### config.mk
export PLATFORM = sky130hd
export DESIGN_NAME = drive_trip_protection_logic
export DESIGN_NICKNAME = d
export VERILOG_FILES = /design/src/hdl/trip_pkg.sv /design/src/hdl/drive_trip_protection_logic.sv /design/src/hdl/ext_trip_chan.sv /design/src/hdl/out_phase_chk.sv
export VERILOG_INCLUDE_DIRS = /design/src /design/src/hdl
export SDC_FILE = /design/constraint.sdc
export NUM_CORES = 1
export LEC_CHECK = 0
export BUFFER_PORTS_ARGS = -buffer_cell sky130_fd_sc_hd__clkbuf_2
export CAP_MARGIN = 20
export CORE_MARGIN = 1
export CORE_UTILIZATION = 45
export CTS_BUF_LIST = sky130_fd_sc_hd__clkbuf_4
export DETAILED_ROUTE_END_ITERATION = 12
export PLACE_DENSITY = 0.66
export SETUP_SLACK_MARGIN = 0.05
export SLEW_MARGIN = 20
export SYNTH_ARGS = -nofsm -noshare
export SYNTH_HDL_FRONTEND = slang
export SYNTH_SLANG_ARGS = --single-unit
### constraint.sdc
create_clock -name CLOCK_I -period 4.45 [get_ports CLOCK_I]
set_clock_uncertainty 0.2 [all_clocks]
set_input_delay 1.335 -clock CLOCK_I [delete_from_list [all_inputs] [get_ports CLOCK_I]]
set_output_delay 1.335 -clock CLOCK_I [all_outputs]
set_load 0.005 [all_outputs]
### src/hdl/trip_cfg.svh
// Function
// - Function codes 5-8 map inputs to trips 1-4
// - Polarity 0 normally open, 1 normally closed
// - Latch mode holds trip until reset
// - Level mode clears trip when input drops
// - Each external trip has its own mode
// - Input loss band 1-100 V, default 20
// - Input loss checked only at load >=50%
// - Open output phase cuts drive and trips
// - No output check while tripped, exciting, searching, tuning
// - No output check while drive is stopped
// - Single open phase reports its phase code
// - Two or more open phases report no-motor
`ifndef TRIP_CFG_SVH
`define TRIP_CFG_SVH
`define OFS_CTRL      8'h00
`define OFS_FUNC_LO   8'h04
`define OFS_FUNC_HI   8'h08
`define OFS_POL       8'h0C
`define OFS_BAND      8'h10
`define OFS_STAT      8'h14
`define OFS_IRQ_STAT  8'h18
`define OFS_IRQ_CLR   8'h1C
`define OFS_IRQ_EN    8'h20
`define OFS_ID        8'h24
`define BIT_IN_EN     0
`define BIT_OUT_EN    1
`define BIT_RESET     2
`define FUNC_EXT1     4'h5
`define BAND_RESET    7'h14
`define BAND_MIN      7'h01
`define BAND_MAX      7'h64
`define LOAD_HALF_PCT 8'h32
`define CODE_NONE     3'h0
`define CODE_U        3'h1
`define CODE_V        3'h2
`define CODE_W        3'h3
`define CODE_NOMOTOR  3'h4
`define CODE_INPUT    3'h5
`define CODE_EXT      3'h6
`endif

### src/hdl/trip_pkg.sv
package trip_pkg;
   typedef enum logic [2:0] {
      ST_IDLE = 3'b001,
      ST_RUN  = 3'b010,
      ST_TRIP = 3'b100
   } drv_state_t;
   typedef struct packed {
      logic stopped;
      logic exciting;
      logic flux_build;
      logic searching;
      logic tuning;
   } drv_mode_t;
   typedef struct packed {
      logic       ph_u_open;
      logic       ph_v_open;
      logic       ph_w_open;
      logic [6:0] in_dev_volt;
      logic [7:0] load_pct;
   } meas_t;
endpackage : trip_pkg

### src/hdl/drive_trip_protection_logic.sv
// Decided for this implementation: the placing of the registers and register access over Wishbone.
`timescale 1ns/1ps
`default_nettype none
`include "trip_cfg.svh"
module drive_trip_protection_logic #(
   parameter int NUM_DI  = 8,
   parameter int NUM_EXT = 4
) (
   input  wire logic              CLOCK_I,
   input  wire logic              RST_B_I,
   input  wire logic              CE_I,
   input  wire logic              WB_CYC_I,
   input  wire logic              WB_STB_I,
   input  wire logic              WB_WE_I,
   input  wire logic [7:0]        WB_ADR_I,
   input  wire logic [3:0]        WB_SEL_I,
   input  wire logic [31:0]       WB_DAT_I,
   output logic      [31:0]       WB_DAT_O,
   output logic                   WB_ACK_O,
   input  wire logic [NUM_DI-1:0] DI_I,
   input  wire trip_pkg::meas_t   MEAS_I,
   input  wire trip_pkg::drv_mode_t MODE_I,
   output logic                   CUTOFF_O,
   output logic      [2:0]        TRIP_CODE_O,
   output logic      [2:0]        PHASE_CODE_O,
   output logic                   IRQ_O
);
   // Decoder and register layout are built for eight inputs and four sources
   if (NUM_DI != 8 || NUM_EXT != 4) begin : g_bad_size
      $error("only eight inputs and four trip sources are supported");
   end

   typedef struct packed {
      logic                   ack;
      logic [31:0]            rdat;
      logic                   in_en;
      logic                   out_en;
      logic [31:0]            func;
      logic [NUM_DI-1:0]      pol;
      logic [NUM_EXT-1:0]     ext_mode;
      logic [6:0]             band;
      logic                   rst_pulse;
      logic                   in_loss;
      trip_pkg::drv_state_t   st;
      logic                   cutoff;
      logic [2:0]             code;
      logic [3:0]             irq_stat;
      logic [3:0]             irq_en;
      logic                   irq;
   } top_st_t;

   top_st_t s_q, s_d;
   logic [1:0]         rsync_q;
   logic               rst_b;
   logic [NUM_DI-1:0]  di_act;
   logic [NUM_EXT-1:0] ext_src;
   logic [NUM_EXT-1:0] ext_trip;
   logic               out_active;
   logic               out_fault;
   logic [2:0]         out_code;
   logic               wr_stb;
   logic               rd_stb;
   logic [31:0]        wmask;

   // Reset release through two flops; assertion stays asynchronous
   always_ff @(posedge CLOCK_I or negedge RST_B_I) begin
      if (!RST_B_I) begin
         rsync_q <= 2'h0;
      end else begin
         rsync_q <= {rsync_q[0], 1'b1};
      end
   end
   assign rst_b = rsync_q[1];

   // Byte lane mask from sel
   function automatic logic [31:0] lane_mask(input logic [3:0] sel);
      lane_mask = {{8{sel[3]}}, {8{sel[2]}}, {8{sel[1]}}, {8{sel[0]}}};
   endfunction : lane_mask

   // Function code of one input, four bits per input
   function automatic logic [3:0] func_of(input logic [31:0] f, input int idx);
      func_of = f[idx*4 +: 4];
   endfunction : func_of

   // Contact polarity per input
   genvar gi;
   generate
      for (gi = 0; gi < NUM_DI; gi++) begin : g_pol
         assign di_act[gi] = DI_I[gi] ^ s_q.pol[gi];
      end
   endgenerate

   // Any input with code 5+n drives source n
   always_comb begin
      ext_src = '0;
      for (int i = 0; i < NUM_DI; i++) begin
         for (int n = 0; n < NUM_EXT; n++) begin
            if (func_of(s_q.func, i) == `FUNC_EXT1 + 4'(n) && di_act[i]) begin
               ext_src[n] = 1'b1;
            end
         end
      end
   end

   // One channel per source, each with its own mode bit
   generate
      for (gi = 0; gi < NUM_EXT; gi++) begin : g_ext
         ext_trip_chan u_chan (
            .clk_i   (CLOCK_I),
            .rst_b_i (rst_b),
            .ce_i    (CE_I),
            .src_i   (ext_src[gi]),
            .mode_i  (s_q.ext_mode[gi]),
            .clear_i (s_q.rst_pulse),
            .trip_o  (ext_trip[gi])
         );
      end
   endgenerate

   // Output check only while running and not in a special state
   assign out_active = s_q.out_en && (s_q.st == trip_pkg::ST_RUN)
                       && !MODE_I.stopped && !MODE_I.exciting
                       && !MODE_I.flux_build && !MODE_I.searching && !MODE_I.tuning;

   out_phase_chk u_out (
      .clk_i    (CLOCK_I),
      .rst_b_i  (rst_b),
      .ce_i     (CE_I),
      .active_i (out_active),
      .open_i   ({MEAS_I.ph_u_open, MEAS_I.ph_v_open, MEAS_I.ph_w_open}),
      .fault_o  (out_fault),
      .code_o   (out_code)
   );

   // Write lands at the edge where the master samples ack high
   assign wr_stb = WB_CYC_I && WB_STB_I && WB_WE_I && s_q.ack;
   assign rd_stb = WB_CYC_I && WB_STB_I && !WB_WE_I && !s_q.ack;
   assign wmask  = lane_mask(WB_SEL_I);

   // Register access, protection state and interrupt
   always_comb begin
      logic [3:0] ev;
      ev = '0;
      s_d = s_q;
      s_d.ack = WB_CYC_I && WB_STB_I && !s_q.ack;
      s_d.rst_pulse = 1'b0;
      // Input loss: enabled, load at least half, deviation beyond band
      s_d.in_loss = s_q.in_en && (MEAS_I.load_pct >= `LOAD_HALF_PCT)
                    && (MEAS_I.in_dev_volt > s_q.band);
      if (wr_stb) begin
         unique case (WB_ADR_I)
            `OFS_CTRL: begin
               if (WB_SEL_I[0]) begin
                  s_d.in_en     = WB_DAT_I[`BIT_IN_EN];
                  s_d.out_en    = WB_DAT_I[`BIT_OUT_EN];
                  s_d.rst_pulse = WB_DAT_I[`BIT_RESET];
                  s_d.ext_mode  = WB_DAT_I[7:4];
               end
            end
            `OFS_FUNC_LO: s_d.func = (s_q.func & ~wmask) | (WB_DAT_I & wmask);
            `OFS_POL: if (WB_SEL_I[0]) s_d.pol = WB_DAT_I[7:0];
            `OFS_BAND: begin
               // Out-of-range band writes are ignored
               if (WB_SEL_I[0] && WB_DAT_I[6:0] >= `BAND_MIN && WB_DAT_I[6:0] <= `BAND_MAX) begin
                  s_d.band = WB_DAT_I[6:0];
               end
            end
            `OFS_IRQ_EN: if (WB_SEL_I[0]) s_d.irq_en = WB_DAT_I[3:0];
            `OFS_IRQ_CLR: if (WB_SEL_I[0]) s_d.irq_stat = s_q.irq_stat & ~WB_DAT_I[3:0];
            default: ;
         endcase
      end
      // Read mux; unmapped reads as zero
      if (rd_stb) begin
         unique case (WB_ADR_I)
            `OFS_CTRL:     s_d.rdat = {24'h0, s_q.ext_mode, 2'h0, s_q.out_en, s_q.in_en};
            `OFS_FUNC_LO:  s_d.rdat = s_q.func;
            `OFS_POL:      s_d.rdat = {24'h0, s_q.pol};
            `OFS_BAND:     s_d.rdat = {25'h0, s_q.band};
            `OFS_STAT:     s_d.rdat = {19'h0, ext_trip, 1'b0, s_q.code, s_q.in_loss, s_q.cutoff, s_q.st};
            `OFS_IRQ_STAT: s_d.rdat = {28'h0, s_q.irq_stat};
            `OFS_IRQ_EN:   s_d.rdat = {28'h0, s_q.irq_en};
            default:       s_d.rdat = 32'h0;
         endcase
      end
      // Drive state: trip on any fault, reset returns to idle
      unique case (s_q.st)
         trip_pkg::ST_IDLE: if (!MODE_I.stopped) s_d.st = trip_pkg::ST_RUN;
         trip_pkg::ST_RUN: if (MODE_I.stopped) s_d.st = trip_pkg::ST_IDLE;
         trip_pkg::ST_TRIP: ;
         default: s_d.st = trip_pkg::ST_IDLE;
      endcase
      if (out_fault) begin
         s_d.st = trip_pkg::ST_TRIP;
         s_d.code = out_code;
         ev[0] = 1'b1;
      end else if (s_q.in_loss) begin
         s_d.st = trip_pkg::ST_TRIP;
         s_d.code = `CODE_INPUT;
         ev[1] = 1'b1;
      end else if (|ext_trip) begin
         s_d.st = trip_pkg::ST_TRIP;
         if (s_q.st != trip_pkg::ST_TRIP) s_d.code = `CODE_EXT;
         ev[2] = 1'b1;
      end else if (s_q.st == trip_pkg::ST_TRIP && s_q.rst_pulse) begin
         s_d.st = trip_pkg::ST_IDLE;
         s_d.code = `CODE_NONE;
         ev[3] = 1'b1;
      end else if (s_q.st == trip_pkg::ST_TRIP && s_q.code == `CODE_EXT) begin
         // Level trips release without reset
         s_d.st = trip_pkg::ST_IDLE;
         s_d.code = `CODE_NONE;
         ev[3] = 1'b1;
      end
      s_d.cutoff = (s_d.st == trip_pkg::ST_TRIP);
      // Set wins over clear
      s_d.irq_stat = s_d.irq_stat | ev;
      s_d.irq = |(s_d.irq_stat & s_d.irq_en);
   end

   // State register; mode and polarity default to zero
   always_ff @(posedge CLOCK_I or negedge rst_b) begin
      if (!rst_b) begin
         s_q       <= '0;
         s_q.band  <= `BAND_RESET;
         s_q.func  <= 32'h0;
         s_q.st    <= trip_pkg::ST_IDLE;
      end else if (CE_I) begin
         s_q <= s_d;
      end
   end

   assign WB_ACK_O     = s_q.ack;
   assign WB_DAT_O     = s_q.rdat;
   assign CUTOFF_O     = s_q.cutoff;
   assign TRIP_CODE_O  = s_q.code;
   assign PHASE_CODE_O = out_code;
   assign IRQ_O        = s_q.irq;

   // Trip entry, blocking and release checks
   chk_ext_trip_cut: assert property (@(posedge CLOCK_I) disable iff (!rst_b)
      CE_I && (|ext_trip) |=> CUTOFF_O)
      else $error("external trip did not cut off");
   chk_out_fault_cut: assert property (@(posedge CLOCK_I) disable iff (!rst_b)
      CE_I && out_fault |=> CUTOFF_O && TRIP_CODE_O == $past(out_code))
      else $error("phase fault not tripped");
   chk_stop_blocks: assert property (@(posedge CLOCK_I) disable iff (!rst_b)
      CE_I && MODE_I.stopped |=> !out_fault)
      else $error("check ran while stopped");
   chk_tuning_blocks: assert property (@(posedge CLOCK_I) disable iff (!rst_b)
      CE_I && (MODE_I.tuning || MODE_I.searching || CUTOFF_O) |=> !out_fault)
      else $error("check ran in blocked state");
   chk_light_load: assert property (@(posedge CLOCK_I) disable iff (!rst_b)
      CE_I && MEAS_I.load_pct < `LOAD_HALF_PCT |=> !s_q.in_loss)
      else $error("input check at light load");
   chk_band_range: assert property (@(posedge CLOCK_I) disable iff (!rst_b)
      s_q.band >= `BAND_MIN && s_q.band <= `BAND_MAX)
      else $error("band out of range");
   chk_enable_gate: assert property (@(posedge CLOCK_I) disable iff (!rst_b)
      CE_I && !s_q.in_en |=> !s_q.in_loss)
      else $error("disabled input check tripped");
   chk_out_disabled: assert property (@(posedge CLOCK_I) disable iff (!rst_b)
      CE_I && !s_q.out_en |=> !out_fault)
      else $error("disabled output check tripped");
   chk_in_loss_trip: assert property (@(posedge CLOCK_I) disable iff (!rst_b)
      CE_I && s_q.in_loss && !out_fault |=> CUTOFF_O && TRIP_CODE_O == `CODE_INPUT)
      else $error("input loss not tripped");
   // A level trip must not need the reset pulse to release
   chk_level_release: assert property (@(posedge CLOCK_I) disable iff (!rst_b)
      CE_I && s_q.st == trip_pkg::ST_TRIP && s_q.code == `CODE_EXT && !(|ext_trip)
      && !out_fault && !s_q.in_loss |=> !CUTOFF_O)
      else $error("level trip not released");
   chk_reset_release: assert property (@(posedge CLOCK_I) disable iff (!rst_b)
      CE_I && s_q.rst_pulse && !(|ext_trip) && !out_fault && !s_q.in_loss |=> !CUTOFF_O)
      else $error("trip reset ignored");
   chk_ack_drop: assert property (@(posedge CLOCK_I) disable iff (!rst_b)
      CE_I && WB_ACK_O |=> !WB_ACK_O)
      else $error("ack held two cycles");
endmodule : drive_trip_protection_logic
`default_nettype wire

### src/hdl/ext_trip_chan.sv
`timescale 1ns/1ps
`default_nettype none
module ext_trip_chan (
   input  wire logic clk_i,
   input  wire logic rst_b_i,
   input  wire logic ce_i,
   input  wire logic src_i,
   input  wire logic mode_i,
   input  wire logic clear_i,
   output logic      trip_o
);
   typedef struct packed { logic trip; } chan_st_t;
   chan_st_t s_q, s_d;
   // Latch holds until clear; level follows input; source wins over clear
   always_comb begin
      s_d = s_q;
      if (src_i) begin
         s_d.trip = 1'b1;
      end else if (mode_i || clear_i) begin
         s_d.trip = 1'b0;
      end
   end
   always_ff @(posedge clk_i or negedge rst_b_i) begin
      if (!rst_b_i) begin
         s_q <= '0;
      end else if (ce_i) begin
         s_q <= s_d;
      end
   end
   assign trip_o = s_q.trip;
   chk_level_clears: assert property (@(posedge clk_i) disable iff (!rst_b_i)
      ce_i && !src_i && mode_i |=> !trip_o) else $error("level trip stuck");
   chk_latch_holds: assert property (@(posedge clk_i) disable iff (!rst_b_i)
      ce_i && trip_o && !mode_i && !clear_i |=> trip_o) else $error("latch dropped");
endmodule : ext_trip_chan
`default_nettype wire

### src/hdl/out_phase_chk.sv
`timescale 1ns/1ps
`default_nettype none
`include "trip_cfg.svh"
module out_phase_chk (
   input  wire logic       clk_i,
   input  wire logic       rst_b_i,
   input  wire logic       ce_i,
   input  wire logic       active_i,
   input  wire logic [2:0] open_i,
   output logic            fault_o,
   output logic [2:0]      code_o
);
   typedef struct packed { logic fault; logic [2:0] code; } ph_st_t;
   ph_st_t s_q, s_d;
   // Phase code for one open phase, no-motor for two or more
   always_comb begin
      s_d = s_q;
      s_d.fault = active_i && (|open_i);
      // Code holds while blocked so the last finding stays readable
      if (active_i) begin
         unique case (open_i)
            3'b100:  s_d.code = `CODE_U;
            3'b010:  s_d.code = `CODE_V;
            3'b001:  s_d.code = `CODE_W;
            3'b000:  s_d.code = `CODE_NONE;
            default: s_d.code = `CODE_NOMOTOR;
         endcase
      end
   end
   always_ff @(posedge clk_i or negedge rst_b_i) begin
      if (!rst_b_i) begin
         s_q <= '0;
      end else if (ce_i) begin
         s_q <= s_d;
      end
   end
   assign fault_o = s_q.fault;
   assign code_o  = s_q.code;
   chk_multi_phase: assert property (@(posedge clk_i) disable iff (!rst_b_i)
      ce_i && active_i && $countones(open_i) >= 2 |=> code_o == `CODE_NOMOTOR)
      else $error("no-motor code missing");
   chk_single_phase: assert property (@(posedge clk_i) disable iff (!rst_b_i)
      ce_i && active_i && $onehot(open_i) |=> code_o inside {`CODE_U, `CODE_V, `CODE_W})
      else $error("single phase code missing");
endmodule : out_phase_chk
`default_nettype wire

-- Word-level counts from Yosys, hierarchy flattened
Cells that the tools add are included.
Widths: inputs -> output; s select.
- register bits: 114
- bits of input ports: 81
- output and inout bits: 41
- word-level logic and storage cells: 247
- magnitude comparators: 4
- equal/unequal tests: 49
- multiplexer cells: 72
- bitwise logic cells: 16
- reductions and logical operators: 83
- operator list (kind ; count):
    $pmux 32 s7 ; 1
    $eq 4x3->1 const B ; 24
    $and 32x32->32 ; 2
    $logic_and 1x1->1 ; 51
    $mux 1 ; 49
    $mux 3 ; 14
    $eq 4x4->1 const B ; 8
    $eq 8x5->1 const B ; 4
    $not 32->32 ; 1
    $or 32x32->32 ; 1
    $mux 4 ; 4
    $eq 3x3->1 const B ; 4
    $pmux 3 s4 ; 1
    $reduce_and 2->1 ; 6
    $reduce_and 4->1 ; 3
    $pmux 3 s3 ; 1
    $and 4x4->4 ; 2
    $eq 8x3->1 const B ; 1
    $eq 8x4->1 const B ; 1
    $eq 8x6->1 const B ; 1
    $ge 8x6->1 const B ; 1
    $logic_not 8->1 ; 1
    $mux 8 ; 1
    $reduce_bool 2->1 ; 4
    18 further kinds ; 38

-- Longest topological paths before layout
- word-level depth: 12
- gate-level depth with buffers: 8
- depth with buffers taken out: 7

-- Modules after synthesis
From an unflattened synthesis, not the netlist that was laid out.
- cell total of the unflattened synthesis: 537
- area, all modules: 6062.1 um^2
- modules (own cells, without submodules) (module ; times used ; cells each ; area an instance (um^2) ; sequential area each (um^2)):
    drive_trip_protection_logic ; 1 ; 509 ; 5715.5 ; 2656.3
    out_phase_chk ; 1 ; 16 ; 191.4 ; 100.1
    ext_trip_chan ; 4 ; 3 ; 38.8 ; 25.0

-- Worst setup path before layout
Ideal clock, no wire load.
- kind: input -> register
- from: input port WB_ADR_I[7]
- to: register s_q (netlist bit IRQ_O)
- library setup time: 0.151 ns
- data arrival time: 2.958 ns
- required time: 4.099 ns
- setup slack: 1.141 ns
- stages on the path: 6
- path buffers: 1
- path through: or3_1 -> clkbuf_1 -> nor4_4 -> mux2_1 -> a32oi_1 -> a41oi_1
- cells in the longest elaborated chain, start to end: 6
- elaborated cells between the ends (all ways): 8
- classes of those cells: eq/ne: 2; mux: 3; bitwise: 2; reduce/logical: 1
- ends and longest elaborated chain (what ; RTL line ; text):
    start: declaration ; drive_trip_protection_logic.sv:15 ; input wire logic [7:0] WB_ADR_I,
    $eq 8x5->1 ; drive_trip_protection_logic.sv:151 ; unique case (WB_ADR_I)
    $mux 4 ; drive_trip_protection_logic.sv:151 ;
    $mux 8 (*) ; drive_trip_protection_logic.sv:150 ; if (wr_stb) begin
    $or 4x4->4 ; drive_trip_protection_logic.sv:217 ; s_d.irq_stat = s_d.irq_stat | ev;
    $and 4x4->4 (*) ; drive_trip_protection_logic.sv:218 ; s_d.irq = |(s_d.irq_stat & s_d.irq_en);
    $reduce_or 4->1 (*) ; drive_trip_protection_logic.sv:218 ;
    end: declaration ; drive_trip_protection_logic.sv:52 ; top_st_t s_q, s_d;
Every way passes the cells marked *; elsewhere a longest branch is shown, timed or not.
A chain may end at the register's enable or synchronous reset.

-- Worst setup path in the final report
- from: input port WB_ADR_I[5]
- to: register s_q (netlist bit IRQ_O)
The elaborated chain is that of the path after synthesis.

==> summary.md <==
| Metric | Value |
|---|---|
| Run status | finished clean |
| Antenna-violating nets left | 0 |
| Avg WL per Cell | 17.9 µm |
| Post-synth top flop | dfrtp_1 |
| Clock sinks | 114 |
| Unrepaired setup endpoints after global routing | no |
| Initial Utilization | ~47% |
| Fmax | 307 MHz |
| Vias in the first global route | 4,834 |
| Ports | 122 |
| Total gr overflow | 0 |
| Seq/Total Area, Yosys | about 47% |
| GRT Total Usage | between 20% and 30% |
| DRC viols | 0 |
| Reg power frac | 50.0% |
| Largest net degree at the start of global routing | 73 |
| Die ar. | 13,900 µm² |
| Mean post-synth cell area | 10.4 µm² |
| Post-synth cell types | 64 |
| Synth top area cells | dfrtp_1 46%, mux2_2 10%, nand2_1 5.2% |
| Peak supply drop | 0.000212 V |
| Crit path launch type | input port |
| CTS HTree Levels | 4 |
| Clk root buf | clkbuf_4 |
| Syn-to-layout area delta | 14.6% |
| P_sw | 0.526 mW |
| Mapped Nets | 670 |
| Area after DPL | roughly 6600 µm² |
| Worst hold slack | ~0.16 ns |
| Post-CTS Resized | 0 |
| Placeable Area | 12,800 µm² |
| CTS Buf Count | 17 |
| Setup TNS | 0 ns |
| Setup crit end kind | register |
| CP Max Fanout | 12 |
| Yosys reg bits | 114 |
| CP Class | in2reg |
| Fin cells | between 800 and 900 |
| Yosys warns | 0 |
| Via density per instance | 5.68 |
| Fin crit share | 73.3% |
| Net Sw Frac | 23.7% |
| Global-route wire length before repair | about 25,000 µm |
| Count of pins over their slew limit | 0 |
| Post-synthesis async set-or-reset flop share | 100% |
| Vias | 4,869 |
| Total power | roughly 2.2 mW |
| Drt first pass iters | 5 |
| Die X | 118 µm |
| Hold buffer count at CTS | 0 |
| Fraction of final layout cells sized beyond drive strength 1 | 32.6% |
| Leakage power | 3.46 nW |
| Post-CTS Setup Inserts | 0 |
| Synthesized instance count | 582 |
| Die H | 118 µm |
| Max-Cap Viols | 0 |
| Hpwl dp | 11,700 µm |
| Power per cell area | approximately 320 nW/µm² |
| Post-Layout Inst Area | 6910 µm² |
| Combinational power share | 7.8% |
| Row cnt | 41 |
| Hold Crit Class | reg2reg |
| CTS tree | built |
| Worst-Margin Slew | 0.905 ns |
| Skew-Pair Late Insertion Delay | about 0.54 ns |
| Layout Nets | 759 |
| Post-synth EDFFs | 0 |
| Antenna violations before repair | 1 |
| CP Data Required Time | 4.64 ns |
| Synth top area share | between 40% and 50% |
| Routability cong. | 0.881 |
| Slew margin rel. | 39.7% |
| Synth Cell Area | 6030 µm² |
| Post-layout min period | roughly 3.3 ns |
| Final Setup Violations | 0 |
| Largest area contributor in the netlist | dfrtp_1 |
| Starting DRT DRC Count | between 300 and 400 |
| WL final | 15,300 µm |
| CTS clk-pin slew, worst paths | 0.10 ns |
| Longest Clk Path Bufs | 2 |
| Placed instance count | 824 |
| Clock Power Share | a little over two fifths |
| I/O Buffers | 120 |
| Internal Power | 1.69 mW |
| Critical Path AT | 3.46 ns |
| Final hold vios | 0 |
[logic make-up (layout without fill, tap and decap cells)]
family,count (synthesis),after routing,share of synthesized area [%]
AO/OA/AOI/OAI,103,103,12.4
XOR/XNOR,11,11,1.60
adder cells (fa/ha/maj),7,7,1.45
buffers and inverters,71,173,6.66
flip-flops,114,114,47.4
multiplexers,60,60,11.1
other,1,2,0.0622
AND/OR/NAND/NOR,215,215,19.3
[synthesized netlist by cell type (3+ instances only)]
library cell and n:
nand4_1 9, nor3b_1 5, mux2i_1 3, o31ai_1 5, mux2_2 56, a31oi_1 7, xnor2_1 9, nor4_1 12
a222oi_1 7, nor2b_1 3, buf_4 35, a22o_1 8, a2bb2oi_1 3, nor3_1 7, or3_1 3, dfrtp_1 111
a22oi_1 7, nor2_1 22, ha_1 7, nand2_1 84, clkbuf_1 16, a32oi_1 4, a21oi_1 10, a21o_1 15
nor4_4 4, buf_2 3, o21ai_0 17, nand3_1 29, inv_1 15, nand2b_1 12, dfstp_2 3, nor4b_1 8
[routing by layer]
metal  GRT usage, %  share of wire (%)
met1           29.7                 43
met3           6.44                5.9
met4           9.21                2.7
met5              0                  0
met2           37.3                 48
[cells in the final DEF (no fill, tap or decap), types with 8 or more instances in the layout]
cell      netlist  layout
xnor2_1         9       9
a21o_1         15      15
nor4b_1         8       8
nand4_1         9       9
nand2_1        84      84
o21ai_0        17      17
dfrtp_1       111     110
clkbuf_2        0     120
inv_1          15      15
nor4_1         12      12
a22o_1          8       8
nand2b_1       12      12
a21oi_1        10      10
clkbuf_4        0      18
nand3_1        29      29
nor2_1         22      22
mux2_2         56      56
[power by group through the flow]
| stage | registers (mW) | logic [mW] | clock network, mW |
|---|---|---|---|
| 2_1_floorplan | 1.11 | 0.0991 | 0 |
| 3_3_place_gp | 1.13 | 0.169 | 0 |
| 3_5_place_dp | 1.13 | 0.173 | 0 |
| 4_1_cts | 1.11 | 0.174 | 0.958 |
| 5_1_grt | 1.11 | 0.194 | 1.00 |
| 6_report | 1.11 | 0.174 | 0.935 |
[cell type report]
type	instances	area, µm²
diodes	1	2.50
clock buffers	18	135
clock inverters	14	216
fillers	1201	5920
inverters	15	56.3
multi-input cells	397	2780
flip-flops and latches	114	2860
well taps	172	215
repair buffers	126	646
[final timing paths]
| kind | to | start | slack [ns] | depth (start not counted) |
|---|---|---|---|---|
| worst min-delay path | rsync_q[1] | rsync_q[0] | 0.16 | 0 |
| min in group asynchronous | WB_DAT_O[7] | rsync_q[1] | 0.27 | 0 |
| worst max register to register | s_q[32] | WB_ACK_O | 2.04 | 4 |
| worst min register to register | rsync_q[1] | rsync_q[0] | 0.16 | 0 |
| max in group asynchronous | s_q[20] | rsync_q[1] | 2.70 | 1 |
| worst max-delay path | IRQ_O | WB_ADR_I[5] | 1.19 | 6 |
[per-stage QoR]
step / util, % / worst slack, ns
3_5_place_dp: 51.1 / 0.653
4_1_cts: 53.8 / 1.25
5_1_grt: 53.9 / 1.07
6_report: 53.9 / 1.19
3_3_place_gp: 51.1 / 0.736
2_1_floorplan: - / 0.844
[worst max-delay path: stages]
cell and delay (ns):
clkbuf_2 0.24, or4b_1 0.69, nor4_1 0.64, a21boi_0 0.20
o21ai_0 0.20, a41oi_1 0.15
Power figures use the tool's default switching activity.
